**src/inc/profile_sync_defines.svh**
```systemverilog
// Register offsets, field positions, reset values and timing figures of the
// profile and sync register bank. Definitions only; included by bare name.
`ifndef PROFILE_SYNC_DEFINES_SVH
`define PROFILE_SYNC_DEFINES_SVH
`define ADDR_SYNC 5'h0A
`define ADDR_PROFILE_FIRST 5'h0E
`define ADDR_PROFILE_LAST 5'h15
`define ADDR_RAM_WORD 5'h16
`define ADDR_PIN_DIR 5'h18
`define ADDR_PIN_DATA 5'h19
`define SYNC_VALID_DELAY_HI 31
`define SYNC_VALID_DELAY_LO 28
`define SYNC_RX_EN_BIT 27
`define SYNC_GEN_EN_BIT 26
`define SYNC_GEN_POL_BIT 25
`define SYNC_PRESET_HI 23
`define SYNC_PRESET_LO 18
`define SYNC_GEN_DELAY_HI 15
`define SYNC_GEN_DELAY_LO 11
`define SYNC_RX_DELAY_HI 7
`define SYNC_RX_DELAY_LO 3
`define SYNC_WRITE_MASK 32'hFEFC_F8F8
`define SYNC_RESET 32'h0000_0000
`define PROFILE_RESET 64'h0000_0000_0000_0000
`define TONE_UNUSED_MASK 64'h3FFF_FFFF_FFFF_FFFF
`define PIN_DIR_RESET 16'h0000
`define PIN_DATA_RESET 16'h0000
`define SEG_START_HI 15
`define SEG_START_LO 6
`define SEG_END_HI 31
`define SEG_END_LO 22
`define DELAY_STEP_PS 150
`endif

```
**src/inc/profile_sync_pkg.sv**
```systemverilog
// Types shared by the profile and sync register bank and its bench.
// Assumes the operating mode codes of the first control word below.
package profile_sync_pkg;
   typedef enum logic [1:0] {
      MODE_UPCONV = 2'b00,
      MODE_TONE = 2'b01,
      MODE_INTERP = 2'b10,
      MODE_INTERP_ALT = 2'b11
   } op_mode_t;
   typedef enum logic [0:0] {
      RAM_IDLE = 1'b0,
      RAM_FILL = 1'b1
   } ram_state_t;
   typedef struct packed {
      logic [3:0] valid_delay;
      logic rx_en;
      logic gen_en;
      logic gen_pol;
      logic [5:0] preset;
      logic [4:0] gen_delay;
      logic [4:0] rx_delay;
   } sync_cfg_t;
   typedef struct packed {
      logic [1:0] unused;
      logic [13:0] amplitude;
      logic [15:0] phase;
      logic [31:0] freq;
   } tone_profile_t;
   typedef struct packed {
      logic [5:0] interp_rate;
      logic spec_inv;
      logic inv_cic_bypass;
      logic [7:0] out_scale;
      logic [15:0] phase;
      logic [31:0] freq;
   } upconv_profile_t;
   typedef struct packed {
      logic wr;
      logic rd;
      logic [4:0] addr;
      logic [63:0] data;
   } reg_req_t;
endpackage : profile_sync_pkg

```
**src/rtl/profile_and_sync_register_bank.sv**
```systemverilog
// Upper control register bank: multichip sync settings, eight profiles,
// waveform memory write port and general purpose pin registers.
// Assumes the serial port front end delivers decoded whole-register accesses
// synchronous to ref_clk, and that segment bounds come from the segment logic.
//
// Contract
// - sync bits 31:28 hold a 4-bit validation delay, steps near 150 ps.
// - sync bit 27 enables the sync receiver; cleared by reset.
// - sync bit 26 enables the sync generator; cleared by reset.
// - sync bit 25 picks generator edge: 0 rising, 1 falling; default 0.
// - sync bits 23:18 preset; generator state loads it on each sync pulse while bit 27 is set.
// - sync bits 15:11 hold generator output delay, default zero.
// - sync bits 7:3 hold receiver input delay, default zero.
// - sync register at 0x0A, four bytes; bits 24,17:16,10:8,2:0 unused.
// - profiles at 0x0E..0x15; mode bits 25:24 pick tone or upconverter view.
// - active profile is the one chosen by the three profile pins.
// - tone view: amplitude 61:48, phase 47:32, frequency 31:0, 63:62 unused.
// - upconverter view: interpolation rate 63:58, phase and frequency kept.
// - upconverter bit 57 selects spectral inversion sign of the sine term.
// - upconverter bit 56 set bypasses the inverse compensation filter.
// - upconverter bits 55:48 hold the 8-bit output scale factor.
// - interpolating mode uses only scale, rate and bypass; others ignored.
// - words written at 0x16 go to memory, count bounded by segment range.
// - pin data at 0x19 read or written per pin by direction at 0x18.
// - segment start in bits 15:6, end in bits 31:22, bound writes.
`timescale 1ns/1ns
`include "profile_sync_defines.svh"
module profile_and_sync_register_bank
   import profile_sync_pkg::*;
#(
   parameter int PROFILE_COUNT = 8,
   parameter int PIN_COUNT = 16,
   parameter int RAM_ADDR_W = 10
) (
   // Clock, reset and enable
   input wire logic ref_clk,
   input wire logic rst,
   input wire logic ce,
   // Decoded register access from the serial port
   input wire reg_req_t reg_req,
   output logic [63:0] rd_data,
   output logic rd_valid,
   // Operating mode and profile pins
   input wire logic [1:0] op_mode,
   input wire logic [2:0] profile_pins,
   // Sync chain
   input wire logic sync_pulse_in,
   output sync_cfg_t sync_cfg,
   output logic [5:0] sync_gen_state,
   // Active parameter set
   output logic [2:0] active_index,
   output tone_profile_t active_tone,
   output upconv_profile_t active_upconv,
   // Waveform memory
   input wire logic ram_seq_start,
   input wire logic [31:0] ram_segment,
   output logic ram_wr_en,
   output logic [RAM_ADDR_W-1:0] ram_wr_addr,
   output logic [31:0] ram_wr_data,
   output logic ram_overrun,
   // General purpose pins
   input wire logic [PIN_COUNT-1:0] pin_in,
   output logic [PIN_COUNT-1:0] pin_out,
   output logic [PIN_COUNT-1:0] pin_oe
);

   // Refuse sizes that the fixed field layout cannot serve
   if (PROFILE_COUNT != 8) begin : g_bad_profiles
      $error("profile count must be 8");
   end
   if (PIN_COUNT < 1 || PIN_COUNT > 16) begin : g_bad_pins
      $error("pin count must be 1 to 16");
   end
   if (RAM_ADDR_W != 10) begin : g_bad_ram
      $error("memory address width must be 10");
   end

   // Limits a user must know: the delay fields are only handed out, the
   // delay lines themselves sit elsewhere; a fill whose end lies below its
   // start wraps the 10-bit pointer and runs through the top of memory.

   // Register state
   logic [31:0] sync_reg;
   logic [63:0] profile_reg [PROFILE_COUNT];
   logic [31:0] ram_word;
   logic [PIN_COUNT-1:0] pin_dir;
   logic [PIN_COUNT-1:0] pin_latch;
   logic [2:0] pins_meta;
   logic [2:0] pins_sync;
   ram_state_t ram_state;
   logic [RAM_ADDR_W-1:0] ram_ptr;
   logic [RAM_ADDR_W-1:0] ram_end;

   // Address decode
   wire sel_sync = reg_req.addr == `ADDR_SYNC;
   wire sel_profile = reg_req.addr >= `ADDR_PROFILE_FIRST && reg_req.addr <= `ADDR_PROFILE_LAST;
   wire sel_ram = reg_req.addr == `ADDR_RAM_WORD;
   wire sel_dir = reg_req.addr == `ADDR_PIN_DIR;
   wire sel_data = reg_req.addr == `ADDR_PIN_DATA;
   // Offset is meaningless outside the profile range; sel_profile guards every use
   wire [4:0] profile_off = reg_req.addr - `ADDR_PROFILE_FIRST;
   wire [2:0] profile_sel = profile_off[2:0];
   wire wr_go = ce && reg_req.wr;
   wire rd_go = ce && reg_req.rd;

   // Sync register write, unused bits masked out
   // Unused bits are cleared on the way in, so a read shows them as zero
   wire [31:0] next_sync = reg_req.data[31:0] & `SYNC_WRITE_MASK;
   always_ff @(posedge ref_clk) begin
      if (rst) begin
         sync_reg <= `SYNC_RESET;
      end else if (wr_go && sel_sync) begin
         sync_reg <= next_sync;
      end
   end

   // Sync field outputs
   always_ff @(posedge ref_clk) begin
      if (rst) begin
         sync_cfg <= '0;
      end else if (ce) begin
         sync_cfg.valid_delay <= sync_reg[`SYNC_VALID_DELAY_HI:`SYNC_VALID_DELAY_LO];
         sync_cfg.rx_en <= sync_reg[`SYNC_RX_EN_BIT];
         sync_cfg.gen_en <= sync_reg[`SYNC_GEN_EN_BIT];
         sync_cfg.gen_pol <= sync_reg[`SYNC_GEN_POL_BIT];
         sync_cfg.preset <= sync_reg[`SYNC_PRESET_HI:`SYNC_PRESET_LO];
         sync_cfg.gen_delay <= sync_reg[`SYNC_GEN_DELAY_HI:`SYNC_GEN_DELAY_LO];
         sync_cfg.rx_delay <= sync_reg[`SYNC_RX_DELAY_HI:`SYNC_RX_DELAY_LO];
      end
   end

   // Internal clock generator state; a received pulse forces the preset
   // Free-running between pulses; the counter wraps at 64
   wire sync_load = sync_reg[`SYNC_RX_EN_BIT] && sync_pulse_in;
   wire [5:0] next_gen_state = sync_load ? sync_reg[`SYNC_PRESET_HI:`SYNC_PRESET_LO]
                                         : sync_gen_state + 6'h01;
   always_ff @(posedge ref_clk) begin
      if (rst) begin
         sync_gen_state <= 6'h00;
      end else if (ce) begin
         sync_gen_state <= next_gen_state;
      end
   end

   // Profile storage, one 64-bit register per profile
   genvar gi;
   generate
      for (gi = 0; gi < PROFILE_COUNT; gi++) begin : g_profile
         wire hit = wr_go && sel_profile && profile_sel == 3'(gi);
         always_ff @(posedge ref_clk) begin
            if (rst) begin
               profile_reg[gi] <= `PROFILE_RESET;
            end else if (hit) begin
               profile_reg[gi] <= reg_req.data;
            end
         end
      end
   endgenerate

   // Profile pins pass two flops before they may switch the set
   // A pin change shows three edges later, and a set is switched whole
   always_ff @(posedge ref_clk) begin
      if (rst) begin
         pins_meta <= 3'h0;
         pins_sync <= 3'h0;
      end else if (ce) begin
         pins_meta <= profile_pins;
         pins_sync <= pins_meta;
      end
   end

   // Views of the selected profile under the present mode
   op_mode_t mode;
   assign mode = op_mode_t'(op_mode);
   wire [63:0] chosen = profile_reg[pins_sync];
   wire tone_mode = mode == MODE_TONE;
   wire interp_mode = mode == MODE_INTERP || mode == MODE_INTERP_ALT;
   wire upconv_mode = !tone_mode;
   tone_profile_t next_tone;
   upconv_profile_t next_upconv;
   assign next_tone = tone_mode ? tone_profile_t'(chosen & `TONE_UNUSED_MASK) : '0;
   always_comb begin
      next_upconv = upconv_mode ? upconv_profile_t'(chosen) : '0;
      if (interp_mode) begin
         next_upconv.freq = 32'h0000_0000;
         next_upconv.phase = 16'h0000;
         next_upconv.spec_inv = 1'b0;
      end
   end

   // Active set registers
   // Both views are registered, so a mode change never glitches an output
   always_ff @(posedge ref_clk) begin
      if (rst) begin
         active_index <= 3'h0;
         active_tone <= '0;
         active_upconv <= '0;
      end else if (ce) begin
         active_index <= pins_sync;
         active_tone <= next_tone;
         active_upconv <= next_upconv;
      end
   end

   // Waveform memory fill sequencer
   wire [RAM_ADDR_W-1:0] seg_start = ram_segment[`SEG_START_HI:`SEG_START_LO];
   wire [RAM_ADDR_W-1:0] seg_end = ram_segment[`SEG_END_HI:`SEG_END_LO];
   wire ram_write = wr_go && sel_ram;
   wire ram_accept = ram_write && ram_state == RAM_FILL;
   wire ram_last = ram_ptr == ram_end;
   ram_state_t next_ram_state;
   always_comb begin
      next_ram_state = ram_state;
      unique case (ram_state)
         RAM_IDLE: begin
            if (ram_seq_start) begin
               next_ram_state = RAM_FILL;
            end
         end
         RAM_FILL: begin
            if (ram_seq_start) begin
               next_ram_state = RAM_FILL;
            end else if (ram_accept && ram_last) begin
               next_ram_state = RAM_IDLE;
            end
         end
      endcase
   end

   // Pointer and segment end latch
   always_ff @(posedge ref_clk) begin
      if (rst) begin
         ram_state <= RAM_IDLE;
         ram_ptr <= '0;
         ram_end <= '0;
      end else if (ce) begin
         ram_state <= next_ram_state;
         if (ram_seq_start) begin
            ram_ptr <= seg_start;
            ram_end <= seg_end;
         end else if (ram_accept && !ram_last) begin
            ram_ptr <= ram_ptr + RAM_ADDR_W'(1);
         end
      end
   end

   // Memory write strobe with address and data of each accepted word
   always_ff @(posedge ref_clk) begin
      if (rst) begin
         ram_wr_en <= 1'b0;
         ram_wr_addr <= '0;
         ram_wr_data <= 32'h0000_0000;
      end else if (ce) begin
         ram_wr_en <= ram_accept;
         if (ram_accept) begin
            ram_wr_addr <= ram_ptr;
            ram_wr_data <= reg_req.data[31:0];
         end
      end
   end

   // Last word written at 0x16, accepted or dropped, kept for read back
   always_ff @(posedge ref_clk) begin
      if (rst) begin
         ram_word <= 32'h0000_0000;
      end else if (ram_write) begin
         ram_word <= reg_req.data[31:0];
      end
   end

   // Sticky flag for words beyond the segment; a word dropped in the same
   // cycle as a restart still sets it, so no overrun is ever lost
   wire ram_drop = ram_write && ram_state == RAM_IDLE;
   always_ff @(posedge ref_clk) begin
      if (rst) begin
         ram_overrun <= 1'b0;
      end else if (ce) begin
         if (ram_drop) begin
            ram_overrun <= 1'b1;
         end else if (ram_seq_start) begin
            ram_overrun <= 1'b0;
         end
      end
   end

   // Pin direction and output latch
   always_ff @(posedge ref_clk) begin
      if (rst) begin
         pin_dir <= PIN_COUNT'(`PIN_DIR_RESET);
         pin_latch <= PIN_COUNT'(`PIN_DATA_RESET);
      end else begin
         if (wr_go && sel_dir) begin
            pin_dir <= reg_req.data[PIN_COUNT-1:0];
         end
         if (wr_go && sel_data) begin
            pin_latch <= reg_req.data[PIN_COUNT-1:0];
         end
      end
   end

   // Pins drive the latch where configured as outputs
   always_ff @(posedge ref_clk) begin
      if (rst) begin
         pin_out <= '0;
         pin_oe <= '0;
      end else if (ce) begin
         pin_out <= pin_latch & pin_dir;
         pin_oe <= pin_dir;
      end
   end

   // Read data: output pins show the latch, input pins show the pin level
   // A write and read in one cycle return the old value, taken before the edge
   wire [PIN_COUNT-1:0] pin_view = (pin_latch & pin_dir) | (pin_in & ~pin_dir);
   logic [63:0] next_rd;
   always_comb begin
      next_rd = 64'h0000_0000_0000_0000;
      if (sel_sync) begin
         next_rd = {32'h0000_0000, sync_reg};
      end else if (sel_profile) begin
         next_rd = profile_reg[profile_sel];
      end else if (sel_ram) begin
         next_rd = {32'h0000_0000, ram_word};
      end else if (sel_dir) begin
         next_rd[PIN_COUNT-1:0] = pin_dir;
      end else if (sel_data) begin
         next_rd[PIN_COUNT-1:0] = pin_view;
      end
   end

   // Registered read answer, one cycle after the request
   always_ff @(posedge ref_clk) begin
      if (rst) begin
         rd_data <= 64'h0000_0000_0000_0000;
         rd_valid <= 1'b0;
      end else if (ce) begin
         rd_valid <= rd_go;
         if (rd_go) begin
            rd_data <= next_rd;
         end
      end
   end

endmodule : profile_and_sync_register_bank

```
**config.mk**
```make
export PLATFORM = sky130hd
export DESIGN_NAME = profile_and_sync_register_bank
export DESIGN_NICKNAME = d
export VERILOG_FILES = /design/src/inc/profile_sync_pkg.sv /design/src/rtl/profile_and_sync_register_bank.sv
export VERILOG_INCLUDE_DIRS = /design/src /design/src/inc
export SDC_FILE = /design/constraint.sdc
export NUM_CORES = 2
export LEC_CHECK = 0
export BUFFER_PORTS_ARGS = -buffer_cell sky130_fd_sc_hd__buf_2
export CORE_ASPECT_RATIO = 1.75
export CORE_MARGIN = 10
export CORE_UTILIZATION = 54
export CTS_CLUSTER_SIZE = 30
export DETAILED_ROUTE_END_ITERATION = 8
export GPL_ROUTABILITY_DRIVEN = 0
export PLACE_DENSITY = 0.77
export SYNTH_ARGS = -nofsm -noshare
export SYNTH_HDL_FRONTEND = slang
export SYNTH_SLANG_ARGS = --single-unit
```
**constraint.sdc**
```tcl
create_clock -name ref_clk -period 7.4 [get_ports ref_clk]
set_input_delay 1.11 -clock ref_clk [delete_from_list [all_inputs] [get_ports ref_clk]]
set_output_delay 1.11 -clock ref_clk [all_outputs]
set_load 0.01 [all_outputs]
```
==> metrics.md <==
| Metric | Value |
|---|---|
| Final period utilization | 56.0% |
| Worst slew pin tran | 1.31 ns |
| Critical path origin | reg_req[65] |
| PwrDens | 231 nW/um^2 |
| EDFF count, synth | 512 |
| Top-Level Pins | 430 |
| TritonCTS clock tree | yes |
| Classification of the worst setup path | in -> reg |
| Clock latency on the worst-skew pair | 0.70 ns |
| Seq/Total Area, Yosys | 55.2% |
| Max IR drop VDD | 0.000218 V |
| Cell leakage power | 0.0179 uW |
| HP Class | reg -> reg |
| RSZ-0062 raised after global routing | false |
| Sink Count | 928 |
| Post CTS Setup Buffer Count | 0 |
| DR WL met2 | 64100 microns |
| Worst Setup Start Kind | input port |
| Core ar. | 78600 sq um |
| Clock root buffer | clkbuf_16 |
| Mapped cell area | 42900 sq um |
| Most frequent cells in the layout | and2_1, edfxtp_1, dfxtp_1, buf_2, a21oi_1 |
| Worst EP arrival | 4.46 ns |
| Starting Density | 54.6% |
| Drt pass-1 iters | 8 |
| GRT Overall Usage | 27.6% |
| Initial drt markers | 2740 |
| Die area | 91600 sq um |
| Share of cells above drive strength 1 | 25.5% |
| Final setup vio count | 0 |
| Final setup margin | 3.25 ns |
| Cells after synthesis | 3577 |
| Synth unique cells | 67 |
| H-tree depth | 3 |
| Buffers on Ports | 415 |
| Max Slew Vio Count | 0 |
| Final WL | 127000 microns |
| Clock period minus worst slack | 4.15 ns |
| Crit path cell chain | clkbuf_8 -> inv_1 -> ha_4 -> inv_2 -> buf_4 -> a211o_4 -> o21ai_4 -> buf_4 |
| Syn avg cell area | 12.0 sq um |
| Post_cts resized | 0 |
| Hold_sp | ram_wr_data[24]$_SDFFE_PP0P_ |
| Nets | 3954 |
| Area growth, synth to finish | 12.7% |
| Detail Route Antenna Nets | 0 |
| DRC viols | 0 |
| Warnings from Yosys | 0 |
| Setup WS pre-CTS | 2.61 ns |
| Final Hold Fails | 0 |
| Top sig layer | met5 |
| Number of global-route vias before repair | 31.1k |
| Routed wire length per instance | 25.8 microns |
| Final Power | 11200 uW |
| Std cell rows | 136 |
| CP max stage cell | o21ai_4 |
| Predominant post-synthesis flop cell | edfxtp_1 |
| Clock Path Buffers | 3 |
| Max Cap Violations | 0 |
| Hpwl dp | 78800 microns |
| Pin count of the biggest net entering global routing | 99 |
| Yosys reg bits | 928 |
| CTS Hold Bufs | 0 |
| Clock slew at reported path FFs | 0.06 ns |
| Vias after detailed routing | 30.2k |
| Slowest stage delay, CP | 0.85 ns |
| Die extent in y | 393 microns |
| Fillers | 6072 |
| CTS Buf Count | 83 |
| First-pass GRT wire length | 191000 microns |
| Total grt overflow | 0 |
| Critical Path RT | 7.71 ns |
| Reg area | 23700 sq um |
| Ys async rst share | 0% |
| Initial antenna violation count | 9 |
| Vias per cell | 6.13 |
| Multi-input gate area | 18000 sq um |
| Most frequent CP cell | buf_4 |
| M1 WL | 46500 microns |
| Outcome | finished, final reports clean |
| Most common cell after layout, fill and taps aside | and2_1 |
| Met3 wire len | 12200 microns |
| Slew HR | 12.6% |
| Die Wd | 233 microns |
| Clk_skew | 0.0377 ns |
| Max reg flops | 512 |
| Max Clk Rate | 241 MHz |
| Crit path capture type | register |
| Crit Path Max Fanout | 54 |
[layer usage]
| metal | vias up | global-route usage (%) |
|---|---|---|
| met1 | 15000 | 32.5 |
| met5 | - | 0 |
| li1 | 13300 | - |
| met4 | 6 | 11.0 |
| met2 | 1535 | 47.6 |
| met3 | 280 | 6.79 |
[synth_stat cells (4+ instances only)]
cell type | number | area [sq um]
a211oi_1 | 6 | 45.0
a21oi_1 | 333 | 1670
a22oi_1 | 40 | 300
a2bb2oi_1 | 4 | 35.0
a31o_2 | 8 | 70.1
a31oi_1 | 20 | 125
a32o_1 | 6 | 60.1
a32oi_1 | 9 | 78.8
and2_1 | 517 | 3230
and3_1 | 22 | 138
and3b_1 | 4 | 35.0
buf_1 | 9 | 33.8
buf_2 | 67 | 335
buf_6 | 7 | 78.8
clkbuf_1 | 219 | 822
clkbuf_2 | 8 | 40.0
dfxtp_1 | 416 | 8330
edfxtp_1 | 512 | 15400
ha_1 | 4 | 50.1
inv_1 | 8 | 30.0
mux2_2 | 97 | 1090
mux2i_1 | 78 | 781
mux4_2 | 250 | 5630
nand2_1 | 333 | 1250
nand2b_1 | 34 | 213
nand3_1 | 53 | 265
nand3b_1 | 11 | 82.6
nor2_1 | 237 | 890
nor2b_1 | 130 | 813
nor3_1 | 16 | 80.1
nor4_1 | 5 | 31.3
o21ai_0 | 25 | 125
o22ai_1 | 15 | 93.8
o311ai_0 | 6 | 52.6
o31ai_1 | 9 | 67.6
xor2_1 | 8 | 70.1
[layout make-up]
type / instances / share of cell area [%]
diodes: 6 / 0.0311
clock buffers: 126 / 5.24
clock inverters: 28 / 0.448
inverters: 9 / 0.0699
multi-input cells: 2329 / 37.2
flip-flops and latches: 928 / 49.1
well taps: 1035 / 2.68
repair buffers: 470 / 5.25
[per-stage QoR]
stage | hold slack, ns | instance area (sq um) | util (%) | TNS [ns] | std cells
final | 0.453 | 48300 | 61.5 | 0 | 4931
after global routing | 0.469 | 48300 | 61.5 | 0 | 4926
after CTS | 0.451 | 48300 | 61.5 | 0 | 4925
after detailed placement | 0.442 | 45600 | 58.0 | 0 | 4771
after global placement | 0.430 | 45600 | 58.0 | 0 | 4771
after floorplan | 0.436 | 42900 | - | -16.32 | 3578
[critical path: cells and delay by family]
kind	cells	cell delay (ns)
compound gates	2	1.33
fa+ha+maj	1	0.35
buf+inv	5	1.55
[cell families (layout without fill, tap and decap cells)]
logic type	after synthesis	after routing	share of synthesized area, %
xor+xnor	10	10	0.204
fa+ha+maj	4	4	0.117
other cells	1	8	0.00874
buf+inv	321	633	3.17
simple gates	1385	1385	16.9
mux	425	425	17.5
flops	928	928	55.2
compound gates	503	503	6.84
[worst paths after layout]
| kind | endpoint | slack (ns) | depth (start not counted) |
|---|---|---|---|
| worst min-delay path | ram_wr_data[24]$_SDFFE_PP0P_ | 0.45 | 2 |
| worst max register to register | active_tone[60]$_SDFFE_PP0P_ | 4.63 | 5 |
| worst max-delay path | profile_reg[1][39]$_SDFFCE_PN0P_ | 3.25 | 8 |
| worst min register to register | ram_wr_data[24]$_SDFFE_PP0P_ | 0.45 | 2 |
[power breakdown]
part,internal (uW),switching [uW],leakage [uW]
registers,5630,122,0.00824
logic,423,597,0.00826
clock network,2420,1970,0.00137
total,8470,2690,0.0179
Power figures use the tool's default switching activity.
